<file path="src/hdl/tacs_pkg.sv">
// Purpose: Shared constants and types for the touch converter sequencer.
// Assumes: Core clock of 10 MHz.
// Notes: Register offsets are byte addresses on the serial link.
package tacs_pkg;
	// ****************************************
	// Clock and timing.
	// ****************************************
	localparam int CLK_MHZ = 10; // Core clock rate in MHz.
	localparam int OSC_OFF_US = 20; // Oscillator run-on after a sequence.
	localparam int OSC_OFF_CYC = OSC_OFF_US * CLK_MHZ;
	// Sample spacing choices, in microseconds.
	localparam int SPACE_US [8] = '{0, 5, 10, 20, 50, 100, 200, 500};
	localparam int LONG_SPACE_CYC = SPACE_US[7] * CLK_MHZ;
	// ****************************************
	// Register map and fields.
	// ****************************************
	localparam logic [7:0] REG_CFG = 8'h01; // Driver hold setup.
	localparam logic [7:0] REG_SEQCMD = 8'h02; // Sequence command.
	localparam logic [7:0] REG_STATUS = 8'h10; // Channel and state.
	localparam logic [7:0] REG_SEQ_FIRST = 8'h11; // First result byte.
	localparam logic [7:0] REG_SEQ_LAST = 8'h18; // Last result byte.
	localparam logic [7:0] REG_SGL_FIRST = 8'h20; // First single byte.
	localparam logic [7:0] REG_SGL_LAST = 8'h29; // Last single byte.
	localparam int CFG_HOLD_BIT = 0; // Driver hold bit position.
	localparam int CMD_COUNT_BIT = 7; // Ten-sample select.
	localparam int CMD_SEQM_LSB = 4; // Channel sequence field.
	localparam int CMD_SPACE_LSB = 0; // Sample spacing field.
	// Serial clock counts since a fresh start.
	localparam logic [4:0] SCL_OSC_ON = 5'h19; // 25th clock.
	localparam logic [4:0] SCL_SAMPLE = 5'h1a; // 26th clock.
	localparam logic [4:0] SCL_SAT = 5'h1f; // Counter ceiling.
	// Slave address upper bits; value is arbitrary.
	localparam logic [5:0] SLAVE_BASE = 6'h24;
	// Sequence state field codes.
	localparam logic [3:0] ST_IDLE = 4'h0;
	localparam logic [3:0] ST_BUSY = 4'h1;
	localparam logic [3:0] ST_AVAIL = 4'h2;
	// Channel codes as reported in status.
	localparam logic [3:0] CH_AIN = 4'h3;
	localparam logic [3:0] CH_X = 4'h4;
	localparam logic [3:0] CH_Y = 4'h5;
	localparam logic [3:0] CH_Z1 = 4'h6;
	localparam logic [3:0] CH_Z2 = 4'h7;
	localparam logic [3:0] SMP_SHORT = 4'h6; // Samples, count bit 0.
	localparam logic [3:0] SMP_LONG = 4'ha; // Samples, count bit 1.
	localparam logic [11:0] ADC_FULL = 12'hfff; // Largest code.
	// ****************************************
	// Types.
	// ****************************************
	typedef enum logic [1:0] {
		SQ_IDLE = 2'b00, SQ_WAIT = 2'b01, SQ_CONV = 2'b10, SQ_HOLD = 2'b11
	} tacs_seq_t;
	typedef enum logic [1:0] {
		ES_IDLE = 2'b00, ES_RX = 2'b01, ES_TX = 2'b10, ES_HACK = 2'b11
	} tacs_eng_t;
endpackage : tacs_pkg

</file>
<file path="src/hdl/tacs_i2c_engine.sv">
// Purpose: Serial slave bit engine: framing, shifting and acknowledge.
// Assumes: Pins are asynchronous and are synchronised here.
// Notes: Events are one-cycle pulses on the core clock.
`timescale 1ns/100ps
module tacs_i2c_engine import tacs_pkg::*; (
	input wire logic core_clk, // Core clock.
	input wire logic srst, // Synchronous reset, high.
	input wire logic sclPin, // Serial clock pin.
	input wire logic sdaPin, // Serial data pin level.
	input wire logic cad0Pin, // Address strap pin.
	input wire logic [7:0] txData, // Byte to send on load.
	output logic sdaOe, // Pull data low when high.
	output logic evStart, // Start or repeated start.
	output logic evStop, // Stop condition.
	output logic evByte, // Byte taken, ack slot begins.
	output logic [7:0] rxData, // Byte taken.
	output logic rxIsAddr, // Byte was the address.
	output logic evTxLoad, // Next byte is loaded.
	output logic evHostAck, // Host ack slot sampled.
	output logic hostAck, // Host acknowledged.
	output logic sclRise, // Serial clock rose.
	output logic sclFall, // Serial clock fell.
	output logic [4:0] sclCount // Rises since a fresh start.
);
	// ****************************************
	// Synchronisers and edge finding.
	// ****************************************
	logic [1:0] sclSy_q, sdaSy_q, cadSy_q; // Two-flop synchronisers.
	logic sclP_q, sdaP_q; // Previous synchronised levels.
	logic sclS, sdaS, startC, stopC; // Clean levels and conditions.
	tacs_eng_t st_q, st_d; // Engine state.
	logic [3:0] cnt_q, cnt_d; // Bit position in byte.
	logic [7:0] sh_q, sh_d; // Shift register.
	logic oe_q, oe_d, adr_q, adr_d, rd_q, rd_d, free_q, free_d;
	logic [4:0] sc_q, sc_d; // Serial clock count.

	assign sclS = sclSy_q[1];
	assign sdaS = sdaSy_q[1];
	assign sclRise = sclS & ~sclP_q;
	assign sclFall = ~sclS & sclP_q;
	// Data moving while the clock stays high frames a transfer.
	assign startC = sclS & sclP_q & sdaP_q & ~sdaS;
	assign stopC = sclS & sclP_q & ~sdaP_q & sdaS;
	assign sdaOe = oe_q;
	assign rxData = sh_q;
	assign rxIsAddr = adr_q;
	assign sclCount = sc_q;

	// Next-state logic of the byte engine.
	always_comb begin
		st_d = st_q;
		cnt_d = cnt_q;
		sh_d = sh_q;
		oe_d = oe_q;
		adr_d = adr_q;
		rd_d = rd_q;
		free_d = free_q;
		sc_d = sc_q;
		evStart = 1'b0;
		evStop = 1'b0;
		evByte = 1'b0;
		evTxLoad = 1'b0;
		evHostAck = 1'b0;
		hostAck = 1'b0;
		// A repeated start keeps counting; only a fresh start clears.
		if (sclRise && sc_q != SCL_SAT) begin
			sc_d = sc_q + 5'h01;
		end
		if (stopC) begin
			st_d = ES_IDLE;
			oe_d = 1'b0;
			free_d = 1'b1;
			evStop = 1'b1;
		end else if (startC) begin
			st_d = ES_RX;
			cnt_d = 4'h0;
			adr_d = 1'b1;
			oe_d = 1'b0;
			free_d = 1'b0;
			evStart = 1'b1;
			if (free_q) begin
				sc_d = 5'h00;
			end
		end else begin
			case (st_q)
				ES_RX: begin
					if (sclRise && cnt_q < 4'h8) begin
						sh_d = {sh_q[6:0], sdaS};
						cnt_d = cnt_q + 4'h1;
					end else if (sclFall && cnt_q == 4'h8) begin
						if (adr_q && sh_q[7:1] != {SLAVE_BASE, cadSy_q[1]}) begin
							st_d = ES_IDLE; // Not our address.
						end else begin
							evByte = 1'b1;
							oe_d = 1'b1;
							cnt_d = 4'h9;
							rd_d = adr_q ? sh_q[0] : rd_q;
						end
					end else if (sclFall && cnt_q == 4'h9) begin
						oe_d = 1'b0;
						cnt_d = 4'h0;
						adr_d = 1'b0;
						if (adr_q && rd_q) begin
							evTxLoad = 1'b1;
							sh_d = txData;
							oe_d = ~txData[7];
							cnt_d = 4'h1;
							st_d = ES_TX;
						end
					end
				end
				ES_TX: begin
					if (sclFall && cnt_q < 4'h8) begin
						oe_d = ~sh_q[6];
						sh_d = {sh_q[6:0], 1'b0};
						cnt_d = cnt_q + 4'h1;
					end else if (sclFall) begin
						oe_d = 1'b0;
						st_d = ES_HACK;
					end
				end
				ES_HACK: begin
					// A missing acknowledge ends the read.
					if (sclRise) begin
						evHostAck = 1'b1;
						hostAck = ~sdaS;
						st_d = sdaS ? ES_IDLE : ES_HACK;
					end else if (sclFall) begin
						evTxLoad = 1'b1;
						sh_d = txData;
						oe_d = ~txData[7];
						cnt_d = 4'h1;
						st_d = ES_TX;
					end
				end
				default: begin
					st_d = ES_IDLE;
				end
			endcase
		end
	end

	// Registers of the engine and its synchronisers.
	always_ff @(posedge core_clk) begin
		sclSy_q <= srst ? 2'b11 : {sclSy_q[0], sclPin};
		sdaSy_q <= srst ? 2'b11 : {sdaSy_q[0], sdaPin};
		cadSy_q <= srst ? 2'b00 : {cadSy_q[0], cad0Pin};
		if (srst) begin
			sclP_q <= 1'b1;
			sdaP_q <= 1'b1;
			st_q <= ES_IDLE;
			cnt_q <= 4'h0;
			sh_q <= 8'h00;
			oe_q <= 1'b0;
			adr_q <= 1'b0;
			rd_q <= 1'b0;
			free_q <= 1'b1;
			sc_q <= 5'h00;
		end else begin
			sclP_q <= sclS;
			sdaP_q <= sdaS;
			st_q <= st_d;
			cnt_q <= cnt_d;
			sh_q <= sh_d;
			oe_q <= oe_d;
			adr_q <= adr_d;
			rd_q <= rd_d;
			free_q <= free_d;
			sc_q <= sc_d;
		end
	end
endmodule : tacs_i2c_engine

</file>
<file path="src/hdl/tacs_sequencer.sv">
// Purpose: Control sequencer of a resistive touch converter.
// Assumes: Converter macro answers on the core clock.
// Notes: Pen output is active low; touch sense is active high.
// What this block does
// - Driver hold takes effect at 27th rise.
// - Pointer write then read starts single conversion.
// - Oscillator starts at 25th clock fall.
// - Sample and convert after 26th clock rise.
// - Result sent high byte, then low nibble.
// - Continuous reads end on nack and stop.
// - Sequence command starts run, pen low.
// - Six or ten samples, trimmed average stored.
// - Completion raises pen; oscillator off later.
// - Each read byte advances the pointer; single pairs alternate.
// - Nack with stop ends register transmission.
// - Results clear after all bytes read.
// - Pen follows touch when idle, hold off.
// - Conversion, sequence or hold force pen low.
// - Single mode disables pen from 26th rise.
// - State field: idle, busy, available codes.
// - Hold bit selects auto power-down or drivers.
`timescale 1ns/100ps
module tacs_sequencer import tacs_pkg::*; #(
	parameter int LONG_SPACE = LONG_SPACE_CYC // Longest spacing, cycles.
) (
	input wire logic core_clk, // Core clock.
	input wire logic srst, // Synchronous reset, high.
	input wire logic sclPin, // Serial clock pin.
	input wire logic sdaPin, // Serial data pin level.
	output logic sdaOut, // Data pin drive value.
	output logic sdaOe, // Data pin pulled low when high.
	input wire logic cad0Pin, // Address strap pin.
	input wire logic penSensePin, // Panel touched, high.
	output logic penTouchN, // Pen output, low active.
	output logic oscOn, // Internal oscillator enable.
	output logic driverOn, // Panel driver switches on.
	output logic convStart, // Start one conversion.
	output logic [3:0] convChan, // Channel to convert.
	input wire logic convDone, // Conversion finished.
	input wire logic [11:0] convData // Conversion result.
);
	// ****************************************
	// Decoding helpers.
	// ****************************************
	// Pointer lies in the sequence result bytes.
	function automatic logic inSeq(input logic [7:0] p);
		return p >= REG_SEQ_FIRST && p <= REG_SEQ_LAST;
	endfunction : inSeq
	// Pointer lies in the single result bytes.
	function automatic logic inSgl(input logic [7:0] p);
		return p >= REG_SGL_FIRST && p <= REG_SGL_LAST;
	endfunction : inSgl
	// Channel of a single result pair.
	function automatic logic [3:0] sglChan(input logic [7:0] p);
		logic [7:0] k;
		k = (p - REG_SGL_FIRST) >> 1;
		case (k[2:0])
			3'h0: return CH_X;
			3'h1: return CH_Y;
			3'h2: return CH_Z1;
			3'h3: return CH_Z2;
			default: return CH_AIN;
		endcase
	endfunction : sglChan
	// Number of channels that a sequence selection scans.
	function automatic logic [2:0] chanCnt(input logic [2:0] m);
		return (m > 3'h3) ? 3'h4 : m + 3'h1;
	endfunction : chanCnt
	// Channel at a given slot of the scan.
	function automatic logic [3:0] slotChan(input logic [1:0] s);
		return CH_X + {2'b00, s};
	endfunction : slotChan
	// Spacing between samples in cycles, at least one.
	function automatic logic [12:0] spaceCyc(input logic [2:0] s);
		int c;
		c = (s == 3'h7) ? LONG_SPACE : SPACE_US[s] * CLK_MHZ;
		return (c < 1) ? 13'h0001 : 13'(c);
	endfunction : spaceCyc

	// ****************************************
	// Serial engine.
	// ****************************************
	logic evStart, evStop, evByte, rxIsAddr, evTxLoad; // Engine events.
	logic evHostAck, hostAck, sclRise, sclFall; // Engine events.
	logic [7:0] rxData, txData; // Byte paths.
	logic [4:0] sclCnt; // Clock count since fresh start.

	tacs_i2c_engine tacs_i2c_engine_inst (
		.core_clk(core_clk), .srst(srst), .sclPin(sclPin),
		.sdaPin(sdaPin), .cad0Pin(cad0Pin), .txData(txData),
		.sdaOe(sdaOe), .evStart(evStart), .evStop(evStop),
		.evByte(evByte), .rxData(rxData), .rxIsAddr(rxIsAddr),
		.evTxLoad(evTxLoad), .evHostAck(evHostAck), .hostAck(hostAck),
		.sclRise(sclRise), .sclFall(sclFall), .sclCount(sclCnt)
	);
	// Open-drain pin: only ever pulled low.
	assign sdaOut = 1'b0;

	// ****************************************
	// Host registers and single mode.
	// ****************************************
	logic [7:0] ptr_q, ptr_d, pend_q, pend_d, cmd_q, cmd_d; // Pointer etc.
	logic wIdx_q, wIdx_d, pendV_q, pendV_d; // Pointer set, write pending.
	logic hold_q, hold_d; // Driver hold setting.
	logic sgBusy_q, sgBusy_d, osc1_q, osc1_d; // Single conversion state.
	logic [11:0] sgRes_q, sgRes_d; // Last single result.
	logic [3:0] chst_q, chst_d, sgCh_q, sgCh_d; // Channel codes.
	logic sgStart, seqGo, clrSeq, seqConv; // Internal pulses.
	logic sglSel; // Pointer in single area.
	logic [7:0] lastSeq; // Last result byte of this scan.
	logic [3:0] stat_q, stat_d; // Sequence state field.
	logic [11:0] res_q [4]; // Averaged results.
	logic [11:0] res_d [4]; // Next averaged results.

	assign sglSel = inSgl(ptr_q);
	assign lastSeq = REG_SEQ_FIRST + {4'h0, chanCnt(cmd_q[CMD_SEQM_LSB +: 3]), 1'b0}
		- 8'h01;

	// Next values of the host-facing registers.
	always_comb begin
		ptr_d = ptr_q;
		pend_d = pend_q;
		cmd_d = cmd_q;
		wIdx_d = wIdx_q;
		pendV_d = pendV_q;
		hold_d = hold_q;
		sgBusy_d = sgBusy_q;
		osc1_d = osc1_q;
		sgRes_d = sgRes_q;
		chst_d = chst_q;
		sgCh_d = sgCh_q;
		sgStart = 1'b0;
		seqGo = 1'b0;
		clrSeq = 1'b0;
		// First byte after the address is the pointer.
		if (evByte && rxIsAddr) begin
			wIdx_d = 1'b0;
		end else if (evByte && !wIdx_q) begin
			ptr_d = rxData;
			wIdx_d = 1'b1;
		end else if (evByte) begin
			pend_d = rxData;
			pendV_d = 1'b1;
		end
		// Writes land on the acknowledge rise, the 27th clock.
		if (sclRise && pendV_q) begin
			pendV_d = 1'b0;
			ptr_d = ptr_q + 8'h01;
			if (ptr_q == REG_CFG) begin
				hold_d = pend_q[CFG_HOLD_BIT];
			end
			if (ptr_q == REG_SEQCMD) begin
				cmd_d = pend_q;
				seqGo = 1'b1;
			end
		end
		if (sclFall && sclCnt == SCL_OSC_ON && sglSel && wIdx_q) begin
			osc1_d = 1'b1;
		end
		// The count still holds the rises before this one.
		if (sclRise && sclCnt + 5'h01 == SCL_SAMPLE && sglSel && osc1_q) begin
			sgStart = 1'b1;
			sgBusy_d = 1'b1;
			sgCh_d = sglChan(ptr_q);
		end
		// Single pairs alternate; sequence bytes walk forward.
		if (evTxLoad && sglSel) begin
			ptr_d = ptr_q[0] ? ptr_q - 8'h01 : ptr_q + 8'h01;
		end else if (evTxLoad) begin
			ptr_d = ptr_q + 8'h01;
			clrSeq = inSeq(ptr_q) && ptr_q == lastSeq;
		end
		// Acknowledge after a low byte asks for a fresh result.
		if (evHostAck && hostAck && sglSel && !ptr_q[0] && !sgBusy_q) begin
			sgStart = 1'b1;
			sgBusy_d = 1'b1;
			osc1_d = 1'b1;
			sgCh_d = sglChan(ptr_q);
		end
		if (convDone && sgBusy_q) begin
			sgBusy_d = 1'b0;
			sgRes_d = convData;
			chst_d = sgCh_q;
			osc1_d = 1'b0;
		end
		// Stop ends the continuous readback once idle.
		if (evStop && !sgBusy_q) begin
			osc1_d = 1'b0;
		end
	end

	// Read data for the byte the engine loads next.
	always_comb begin
		logic [7:0] k;
		logic [11:0] r;
		k = ptr_q - REG_SEQ_FIRST;
		r = 12'h000;
		txData = 8'h00;
		if (ptr_q == REG_CFG) begin
			txData = {7'h00, hold_q};
		end else if (ptr_q == REG_SEQCMD) begin
			txData = cmd_q;
		end else if (ptr_q == REG_STATUS) begin
			txData = {chst_q, stat_q};
		end else if (inSeq(ptr_q)) begin
			r = res_q[k[2:1]];
			txData = k[0] ? {r[3:0], 4'h0} : r[11:4];
		end else if (sglSel) begin
			txData = ptr_q[0] ? {sgRes_q[3:0], 4'h0} : sgRes_q[11:4];
		end
	end

	// ****************************************
	// Sequence mode.
	// ****************************************
	tacs_seq_t sq_q, sq_d; // Sequence state.
	logic [1:0] slot_q, slot_d; // Channel slot.
	logic [3:0] smp_q, smp_d; // Samples taken.
	logic [15:0] sum_q, sum_d, trim; // Sample sum and trimmed sum.
	logic [11:0] mn_q, mn_d, mx_q, mx_d, nMn, nMx; // Extremes.
	logic [12:0] spc_q, spc_d; // Wait counter.
	logic [3:0] nSmp; // Samples per channel.

	assign nSmp = cmd_q[CMD_COUNT_BIT] ? SMP_LONG : SMP_SHORT;
	assign nMn = (convData < mn_q) ? convData : mn_q;
	assign nMx = (convData > mx_q) ? convData : mx_q;
	assign trim = sum_q + {4'h0, convData} - {4'h0, nMn} - {4'h0, nMx};

	// Next values of the sequence engine.
	always_comb begin
		sq_d = sq_q;
		slot_d = slot_q;
		smp_d = smp_q;
		sum_d = sum_q;
		mn_d = mn_q;
		mx_d = mx_q;
		spc_d = spc_q;
		stat_d = stat_q;
		res_d = res_q;
		seqConv = 1'b0;
		// Clearing comes first so that any new event wins.
		if (clrSeq) begin
			stat_d = ST_IDLE;
			res_d = '{default: 12'h000};
		end
		case (sq_q)
			SQ_WAIT: begin
				spc_d = spc_q - 13'h0001;
				if (spc_q == 13'h0000) begin
					seqConv = 1'b1;
					sq_d = SQ_CONV;
				end
			end
			SQ_CONV: begin
				if (convDone && !sgBusy_q) begin
					sum_d = sum_q + {4'h0, convData};
					mn_d = nMn;
					mx_d = nMx;
					smp_d = smp_q + 4'h1;
					sq_d = SQ_WAIT;
					spc_d = spaceCyc(cmd_q[CMD_SPACE_LSB +: 3]);
					if (smp_d == nSmp) begin
						// Trimmed sum over four or eight samples.
						res_d[slot_q] = cmd_q[CMD_COUNT_BIT] ? trim[14:3]
							: trim[13:2];
						slot_d = slot_q + 2'h1;
						smp_d = 4'h0;
						sum_d = 16'h0000;
						mn_d = ADC_FULL;
						mx_d = 12'h000;
						if ({1'b0, slot_q} + 3'h1 == chanCnt(cmd_q[CMD_SEQM_LSB +: 3])) begin
							sq_d = SQ_HOLD;
							spc_d = 13'(OSC_OFF_CYC);
							stat_d = ST_AVAIL;
						end
					end
				end
			end
			SQ_HOLD: begin
				spc_d = spc_q - 13'h0001;
				if (spc_q == 13'h0000) begin
					sq_d = SQ_IDLE;
				end
			end
			default: begin
				sq_d = SQ_IDLE;
			end
		endcase
		if (seqGo) begin
			sq_d = SQ_WAIT;
			stat_d = ST_BUSY;
			slot_d = 2'h0;
			smp_d = 4'h0;
			sum_d = 16'h0000;
			mn_d = ADC_FULL;
			mx_d = 12'h000;
			spc_d = spaceCyc(cmd_d[CMD_SPACE_LSB +: 3]);
		end
	end

	// ****************************************
	// Pen output and drive lines.
	// ****************************************
	logic [1:0] touchSy_q; // Touch sense synchroniser.
	logic seqRun, penLow; // Sequence measuring, pen pulled low.

	assign seqRun = sq_q == SQ_WAIT || sq_q == SQ_CONV;
	// Pen shows touch only when idle with hold off; after a
	// sequence it stays high until the oscillator is down.
	assign penLow = hold_q || sgBusy_q || seqRun
		|| (sq_q != SQ_HOLD && touchSy_q[1]);

	// All registers of the block.
	always_ff @(posedge core_clk) begin
		touchSy_q <= srst ? 2'b00 : {touchSy_q[0], penSensePin};
		if (srst) begin
			{ptr_q, pend_q, cmd_q} <= {8'h00, 8'h00, 8'h00};
			{wIdx_q, pendV_q, hold_q, sgBusy_q, osc1_q} <= 5'h00;
			sgRes_q <= 12'h000;
			chst_q <= 4'h0;
			sgCh_q <= 4'h0;
			sq_q <= SQ_IDLE;
			slot_q <= 2'h0;
			smp_q <= 4'h0;
			stat_q <= ST_IDLE;
			sum_q <= 16'h0000;
			mn_q <= ADC_FULL;
			mx_q <= 12'h000;
			spc_q <= 13'h0000;
			res_q <= '{default: 12'h000};
			penTouchN <= 1'b1;
			oscOn <= 1'b0;
			driverOn <= 1'b0;
			convStart <= 1'b0;
			convChan <= 4'h0;
		end else begin
			{ptr_q, pend_q, cmd_q} <= {ptr_d, pend_d, cmd_d};
			{wIdx_q, pendV_q, hold_q} <= {wIdx_d, pendV_d, hold_d};
			{sgBusy_q, osc1_q} <= {sgBusy_d, osc1_d};
			sgRes_q <= sgRes_d;
			chst_q <= chst_d;
			sgCh_q <= sgCh_d;
			sq_q <= sq_d;
			slot_q <= slot_d;
			smp_q <= smp_d;
			stat_q <= stat_d;
			sum_q <= sum_d;
			mn_q <= mn_d;
			mx_q <= mx_d;
			spc_q <= spc_d;
			res_q <= res_d;
			penTouchN <= ~penLow;
			oscOn <= osc1_d || sq_d != SQ_IDLE;
			driverOn <= hold_d || sgBusy_d || sq_d == SQ_WAIT
				|| sq_d == SQ_CONV;
			convStart <= sgStart || seqConv;
			convChan <= sgStart ? sgCh_d : slotChan(slot_q);
		end
	end

	// ****************************************
	// Checks.
	// ****************************************
	localparam int HOLD_WAIT = OSC_OFF_CYC;
endmodule : tacs_sequencer

</file>
<file path="config.mk">
export PLATFORM = sky130hd
export DESIGN_NAME = tacs_sequencer
export DESIGN_NICKNAME = d
export VERILOG_FILES = /design/src/hdl/tacs_pkg.sv /design/src/hdl/tacs_i2c_engine.sv /design/src/hdl/tacs_sequencer.sv
export SDC_FILE = /design/constraint.sdc
export NUM_CORES = 1
export LEC_CHECK = 0
export BUFFER_PORTS_ARGS = -buffer_cell sky130_fd_sc_hd__buf_2
export CAP_MARGIN = 20
export CELL_PAD_IN_SITES_DETAIL_PLACEMENT = 0
export CELL_PAD_IN_SITES_GLOBAL_PLACEMENT = 1
export CORE_ASPECT_RATIO = 1.4
export CORE_MARGIN = 2
export CORE_UTILIZATION = 44
export DETAILED_ROUTE_END_ITERATION = 8
export PLACE_DENSITY = 0.85
export SYNTH_ARGS = -nofsm -noshare
export SYNTH_HDL_FRONTEND = slang
export SYNTH_SLANG_ARGS = --single-unit
</file>
<file path="constraint.sdc">
create_clock -name core_clk -period 5.62 [get_ports core_clk]
set_clock_uncertainty 0.05 [all_clocks]
set_input_delay 0.562 -clock core_clk [delete_from_list [all_inputs] [get_ports core_clk]]
set_output_delay 0.562 -clock core_clk [all_outputs]
set_load 0.02 [all_outputs]
</file>
==> Yosys cells after proc, flatten, opt, wreduce, memory -nomap -nowiden <==
Memory sizes are Yosys's and may differ from the RTL's.
Index checks and enable logic that the tools add are counted.
{ "word_totals": {"latch_bits": 0, "out_inout_bits": 10, "mem_bits_rw": 0, "word_cells": 385, "n_memories": 2, "romBits": 512, "reg_bits": 203, "in_bits": 19} }
{ "mem_list": {"columns": ["memory", "depth", "word_bits", "rd", "rd_ports_with_merged_regs", "wr", "line", "source"], "rows": [
  ["(name not given)", 8, 32, 1, 0, 0, "tacs_sequencer.sv:76", "c = (s == 3'h7) ? LONG_SPACE : SPACE_US[s] * CLK_MHZ;"],
  ["(name not given)", 8, 32, 1, 0, 0, "tacs_sequencer.sv:76", null]
]} }
{ "op_classes": {"div_mod_pow": 0, "n_reduce_logical": 69, "n_eq_ne": 57, "mul": 2, "muxes": 154, "addsub": 17, "n_bitwise": 24, "magnitude_cmp": 15, "n_shift": 0} }
{ "ops": {"columns": ["operator", "count"], "rows": [
  ["$mux 32", 6],
  ["$mux 48", 4],
  ["$mux 8", 20],
  ["$mux 12", 8],
  ["$mux 13", 6],
  ["$mux 4", 18],
  ["$lt 32x2->1 const B", 2],
  ["$mul 32x4->31 const B", 2],
  ["$mux 1", 57],
  ["$bwmux 48", 1],
  ["$reduce_and 7->1", 5],
  ["$mux 2", 16],
  ["$sub 15x12->15", 2],
  ["$logic_and 1x1->1", 29],
  ["$pmux 13 s2", 1],
  ["$bmux 12 s2", 1],
  ["$demux 12 s2", 1],
  ["$pmux 8 s3", 1],
  ["$ne 3x2->1 const B", 7],
  ["$mux 5", 4],
  ["$add 16x12->16", 1],
  ["$mux 16", 1],
  ["$ne 3x1->1 const B", 5],
  ["$logic_not 13->1", 1],
  ["other kinds (69)", 139]
]} }

==> Longest topological paths before layout <==
{ "depth": {"ltp_word": 17, "ltp_mapped": 23, "mapped_depth_nobuf": 21} }

==> Hierarchy <==
From an unflattened synthesis, not the netlist that was laid out.
{ "unflattened": {"cells_unflattened": 1605, "hier_area_um2": 13655.6} }
{ "modules_own_cells": {"columns": ["mod", "seq_area_each_um2", "instances", "area_per_inst_um2", "cells_per_inst"], "rows": [
  ["tacs_sequencer", 3423.3, 1, 11758.8, 1395],
  ["tacs_i2c_engine", 620.6, 1, 1896.8, 210]
]} }

==> Worst setup path after synthesis <==
OpenSTA, ideal clock, no wires.
{ "synth_timing": {"path_type": "input port to flip-flop", "start": "input convData[5]", "end": "register res_q[11] (netlist name)", "arrival_ns": 5.113, "slack_ns": 0.326, "path_buffers": 2, "setup_time_ns": 0.130, "required_ns": 5.440, "path_stages": 22, "cell_sequence": "ha_1 > a21o_1 > a21o_1 > a21o_1 > a21o_1 > a21o_1 > a31oi_1 > nor2_1 > buf_2 > mux2_2 > fa_1 > inv_1 > ha_1 > or2_2 > a21o_1 > o21ai_1 > a21oi_1 > a31oi_1 > and3_1 > clkbuf_1 > mux2i_1 > o211ai_1"} }
{ "synth_via": {"elab_chain_len": 9, "elab_cells_between_ends": 12, "cone_classes": "3 x add/sub; 2 x order compare; 7 x mux"} }
{ "synth_lines": {"columns": ["element", "line", "source"], "rows": [
  ["from (decl)", "tacs_sequencer.sv:40", "input wire logic [11:0] convData"],
  ["$lt 12x12->1", "tacs_sequencer.sv:225", "assign nMn = (convData < mn_q) ? convData : mn_q;"],
  ["$mux 12", "tacs_sequencer.sv:225", null],
  ["$sub 15x12->15", "tacs_sequencer.sv:227", "assign trim = sum_q + {4'h0, convData} - {4'h0, nMn} - {4'h0, nMx};"],
  ["$sub 15x12->15 *", "tacs_sequencer.sv:227", null],
  ["$mux 12 *", "tacs_sequencer.sv:264", "res_d[slot_q] = cmd_q[CMD_COUNT_BIT] ? trim[14:3]"],
  ["$bwmux 48 *", "tacs_sequencer.sv:264", null],
  ["$mux 48 *", "tacs_sequencer.sv:262", "if (smp_d == nSmp) begin"],
  ["$mux 48 *", "tacs_sequencer.sv:255", "if (convDone && !sgBusy_q) begin"],
  ["$mux 48 *", "tacs_sequencer.sv:246", "case (sq_q)"],
  ["to (signal assigned)", "tacs_sequencer.sv:351", "res_q <= res_d;"],
  ["to (decl)", "tacs_sequencer.sv:112", "logic [11:0] res_q [4];"]
]} }
Mark *: on every way between the ends. The rest lies on a longest branch, timed or not.
A chain may end at the register's enable or synchronous reset.

==> Final worst setup path <==
{ "layout_timing": {"start": "register mx_q[5]", "end": "register res_q[11] (netlist name)"} }
{ "layout_via": {"elab_chain_len": 8} }
{ "layout_lines": {"columns": ["element", "line", "source"], "rows": [
  ["from (decl)", "tacs_sequencer.sv:220", "logic [11:0] mn_q, mn_d, mx_q, mx_d, nMn, nMx;"],
  ["from (signal assigned)", "tacs_sequencer.sv:349", "mx_q <= mx_d;"],
  ["$gt 12x12->1", "tacs_sequencer.sv:226", "assign nMx = (convData > mx_q) ? convData : mx_q;"],
  ["$mux 12 *", "tacs_sequencer.sv:226", null],
  ["$sub 15x12->15 *", "tacs_sequencer.sv:227", null],
  ["$mux 12 *", "tacs_sequencer.sv:264", null],
  ["$bwmux 48 *", "tacs_sequencer.sv:264", null],
  ["$mux 48 *", "tacs_sequencer.sv:262", null],
  ["$mux 48 *", "tacs_sequencer.sv:255", null],
  ["$mux 48 *", "tacs_sequencer.sv:246", null]
]} }
Marks and branches as above.

==> impl_metrics.sql <==
INSERT INTO impl_metrics (metric_group, metric, value, unit) VALUES
('status', 'run_status', 'completed', ''),
('sta', 'rsz_0062_raised_after_global_routing', 'yes', ''),
('clock_tree', 'post_cts.repair.setup_buffers', '0', ''),
('cells_and_area', 'layout.cells.most_common', 'dfxtp_1', ''),
('worst_setup_path', 'path_class', 'reg2reg', ''),
('global_routing', 'gr_ovfl_total', '0', ''),
('synthesis', 'post_synth_main_area_contributors', 'dfxtp_1 (30%), ha_1 (11%), nor2_1 (5.1%)', ''),
('sta', 'timing_max_transition_violations_final', '0', ''),
('synthesis', 'async_reset_ff_frac', '0', ''),
('sta', 'hold-worst-slack', '0.164', 'ns'),
('worst_setup_path', 'cp_max_fo', '8', ''),
('worst_hold_path', 'min_path_type', 'in2reg', ''),
('routing', 'detail_route.first_pass.iterations', '6', ''),
('worst_setup_path', 'timing.critical_path.from_type', 'flop', ''),
('clock_tree', 'cts.clk_slew.worst_paths', '0.06', 'ns'),
('cells_and_area', 'layout.nets', '1830', ''),
('routing', 'detail-route-antenna-nets', '0', ''),
('clock_tree', 'cts_buffer_count', '23', ''),
('routing', 'drcViolationCount', '0', ''),
('synthesis', 'postSynthAreaPerCell', '8.15', 'µm²'),
('clock_tree', 'cts_tree', 'done', ''),
('power', 'max-vdd-ir-drop', '133', 'µV'),
('worst_setup_path', 'critPathSlowestCell', 'fa_1', ''),
('power', 'leakage', '6.22', 'nW'),
('routing', 'avgViaCountPerCell', '5.87', ''),
('synthesis', 'synth_largest_type_area_fraction', '0.297', ''),
('worst_setup_path', 'cp-end-kind', 'flop', ''),
('cells_and_area', 'syn_to_final_growth', '10.3', '%'),
('die', 'std_cell_rows', '76', ''),
('worst_setup_path', 'critical-path-top-cell-by-count', 'a21o_1', ''),
('die', 'io_pins', '29', ''),
('routing', 'vias', '12259', ''),
('synthesis', 'synth_edf_count', '0', ''),
('die', 'die_width', '153', 'µm'),
('synthesis', 'prevailing_post_synth_register_cell', 'dfxtp_1', ''),
('synthesis', 'synth.yosys.warnings', '0', ''),
('placement', 'pre_cts_slack', '-0.0788', 'ns'),
('synthesis', 'ys_ff_latch', '202', ''),
('run', 'max-cap-violations', '0', ''),
('clock_tree', 'total_of_cells_resized_after_clock_tree_synthesis', '0', ''),
('worst_setup_path', 'worst_path_dominant_cell_family', 'compound AO/OA/AOI/OAI gates', ''),
('global_routing', 'grt_max_degree', '84', ''),
('synthesis', 'syn_inst', '1669', ''),
('routing', 'routed_wirelength', '37700', 'µm'),
('clock_tree', 'cts_root_buf', 'clkbuf_16', ''),
('sta', 'timing.slew.headroom', '0.174', ''),
('sta', 'setup_violations', '0', ''),
('placement', 'routabilityCongestion', '0.911', ''),
('routing', 'drt-initial-drc-count', '729', ''),
('placement', 'port_buf_inserts', '27', ''),
('cells_and_area', 'filler_cell_count', '3014', ''),
('cells_and_area', 'final_cell_mix', 'dfxtp_1 (202), nor2_1 (183), nand2_1 (128), a21oi_1 (124), ha_1 (117)', ''),
('global_routing', 'grt.total_usage', '0.229', ''),
('cells_and_area', 'fraction_of_final_layout_cells_with_drive_strength_greater_than_1', '0.107', ''),
('clock_tree', 'clock_path_buffers', '3', ''),
('die', 'chipHeight', '212', 'µm'),
('power', 'power-per-cell-area', '231', 'nW/µm²'),
('clock_tree', 'postCtsHoldBufs', '0', ''),
('clock_tree', 'clkSinkCount', '202', ''),
('worst_setup_path', 'max_stage_delay', '0.48', 'ns'),
('sta', 'final.setup.worst_slack', '0.292', 'ns'),
('sta', 'min_period_over_period', '0.948', ''),
('synthesis', 'synth_sequential_area_ratio', '0.297', ''),
('clock_tree', 'clk_latency', '0.54', 'ns'),
('routing', 'wl_per_cell', '18.0', 'µm'),
('cells_and_area', 'fin_area', '15000', 'µm²'),
('worst_setup_path', 'cp_cell_sequence', 'inv_1 -> ha_1 -> a21o_1 -> a21o_1 -> a21o_1 -> a21o_1 -> a21o_1 -> a31oi_1 -> nor2_2 -> buf_6 -> mux2_2 -> fa_1 -> inv_1 -> ha_1 -> a21o_1 -> nand3b_1 -> o32ai_2 -> a21oi_1 -> a31oi_1 -> and3_2 -> mux2i_2 -> o211ai_1', ''),
('global_routing', 'grt_pass1_wl', '60800', 'µm'),
('global_routing', 'vias_in_the_first_global_route', '11990', ''),
('sta', 'accumulated_negative_setup_slack', '0', 'ns'),
('worst_setup_path', 'crit_buf_inv', '3', '');
## cells by family after synthesis
logic type               share of synthesized area
AND/OR/NAND/NOR                              0.213
AO/OA/AOI/OAI                                0.207
flip-flops                                   0.297
buffers and inverters                       0.0535
adder cells (fa/ha/maj)                      0.127
multiplexers                                0.0713
XOR/XNOR                                    0.0309
other                                     0.000276
## report_power, final
part	internal [W]	switching [W]
clock network	0.000885	0.000633
logic	0.000189	0.000303
registers	0.00144	0.00000965
## registers in the layout (all words and copies together) (netlist names), 12 cells and up
register,count
res_q,48
sgRes_q,12
spc_q,13
mn_q,12
mx_q,12
sum_q,15
## cell type report
cell class                 instances  area (µm²)  share of cell area
timing repair buffer              70         468              0.0312
inverter                         103         387              0.0258
clock inverter                    12         119             0.00792
clock buffer                      30         632              0.0421
tap                              390         488              0.0325
multi-input combinational       1281        8860               0.591
sequential                       202        4040               0.270
## stage by stage
step | total power [W] | util | cells
2_1_floorplan | 0.00181 | - | 1670
3_3_place_gp | 0.00195 | 0.464 | 2044
3_5_place_dp | 0.00196 | 0.465 | 2046
4_1_cts | 0.00348 | 0.489 | 2088
5_1_grt | 0.00360 | 0.490 | 2088
6_report | 0.00346 | 0.490 | 2088
## synthesized netlist by cell type (18+ instances only)
master / instances
a211oi_1: 19
clkbuf_1: 70
a21oi_1: 124
nand2b_1: 18
inv_1: 102
xnor2_1: 31
nor2_1: 185
nand3_1: 91
nor3_1: 31
a21o_1: 31
o21a_1: 30
mux2_2: 23
ha_1: 117
mux2i_1: 44
a31oi_1: 25
nand2_1: 128
dfxtp_1: 202
o21ai_0: 68
## per-layer routing
metal / up-vias / routed length [µm] / track usage
met2: 295 / 19000 / 0.421
met3: 98 / 1550 / 0.0230
met1: 5855 / 15400 / 0.264
met5: - / 0 / 0
met4: 0 / 1710 / 0.112
li1: 6011 / - / -
## worst reg2reg max path, delay by kind of cell, from the launching register on
kind,cells,cell delay (ns)
AO/OA/AOI/OAI,11,2.08
adder cells (fa/ha/maj),3,1.12
buffers and inverters,3,0.32
flip-flops,1,0.41
multiplexers,2,0.60
AND/OR/NAND/NOR,3,0.64
## path summary, 6_finish.rpt
kind	startpoint	endpoint	slack (ns)	cells after the start
setup / recovery	mx_q[5]	res_q[11]	0.29	22
hold / removal	sdaPin	tacs_i2c_engine_inst.sdaSy_q[0]	0.16	2
setup reg to reg	mx_q[5]	res_q[11]	0.29	22
hold reg to reg	tacs_i2c_engine_inst.sdaSy_q[0]	tacs_i2c_engine_inst.sdaSy_q[1]	0.38	1
Note: power is estimated with default switching activity, not from simulation.
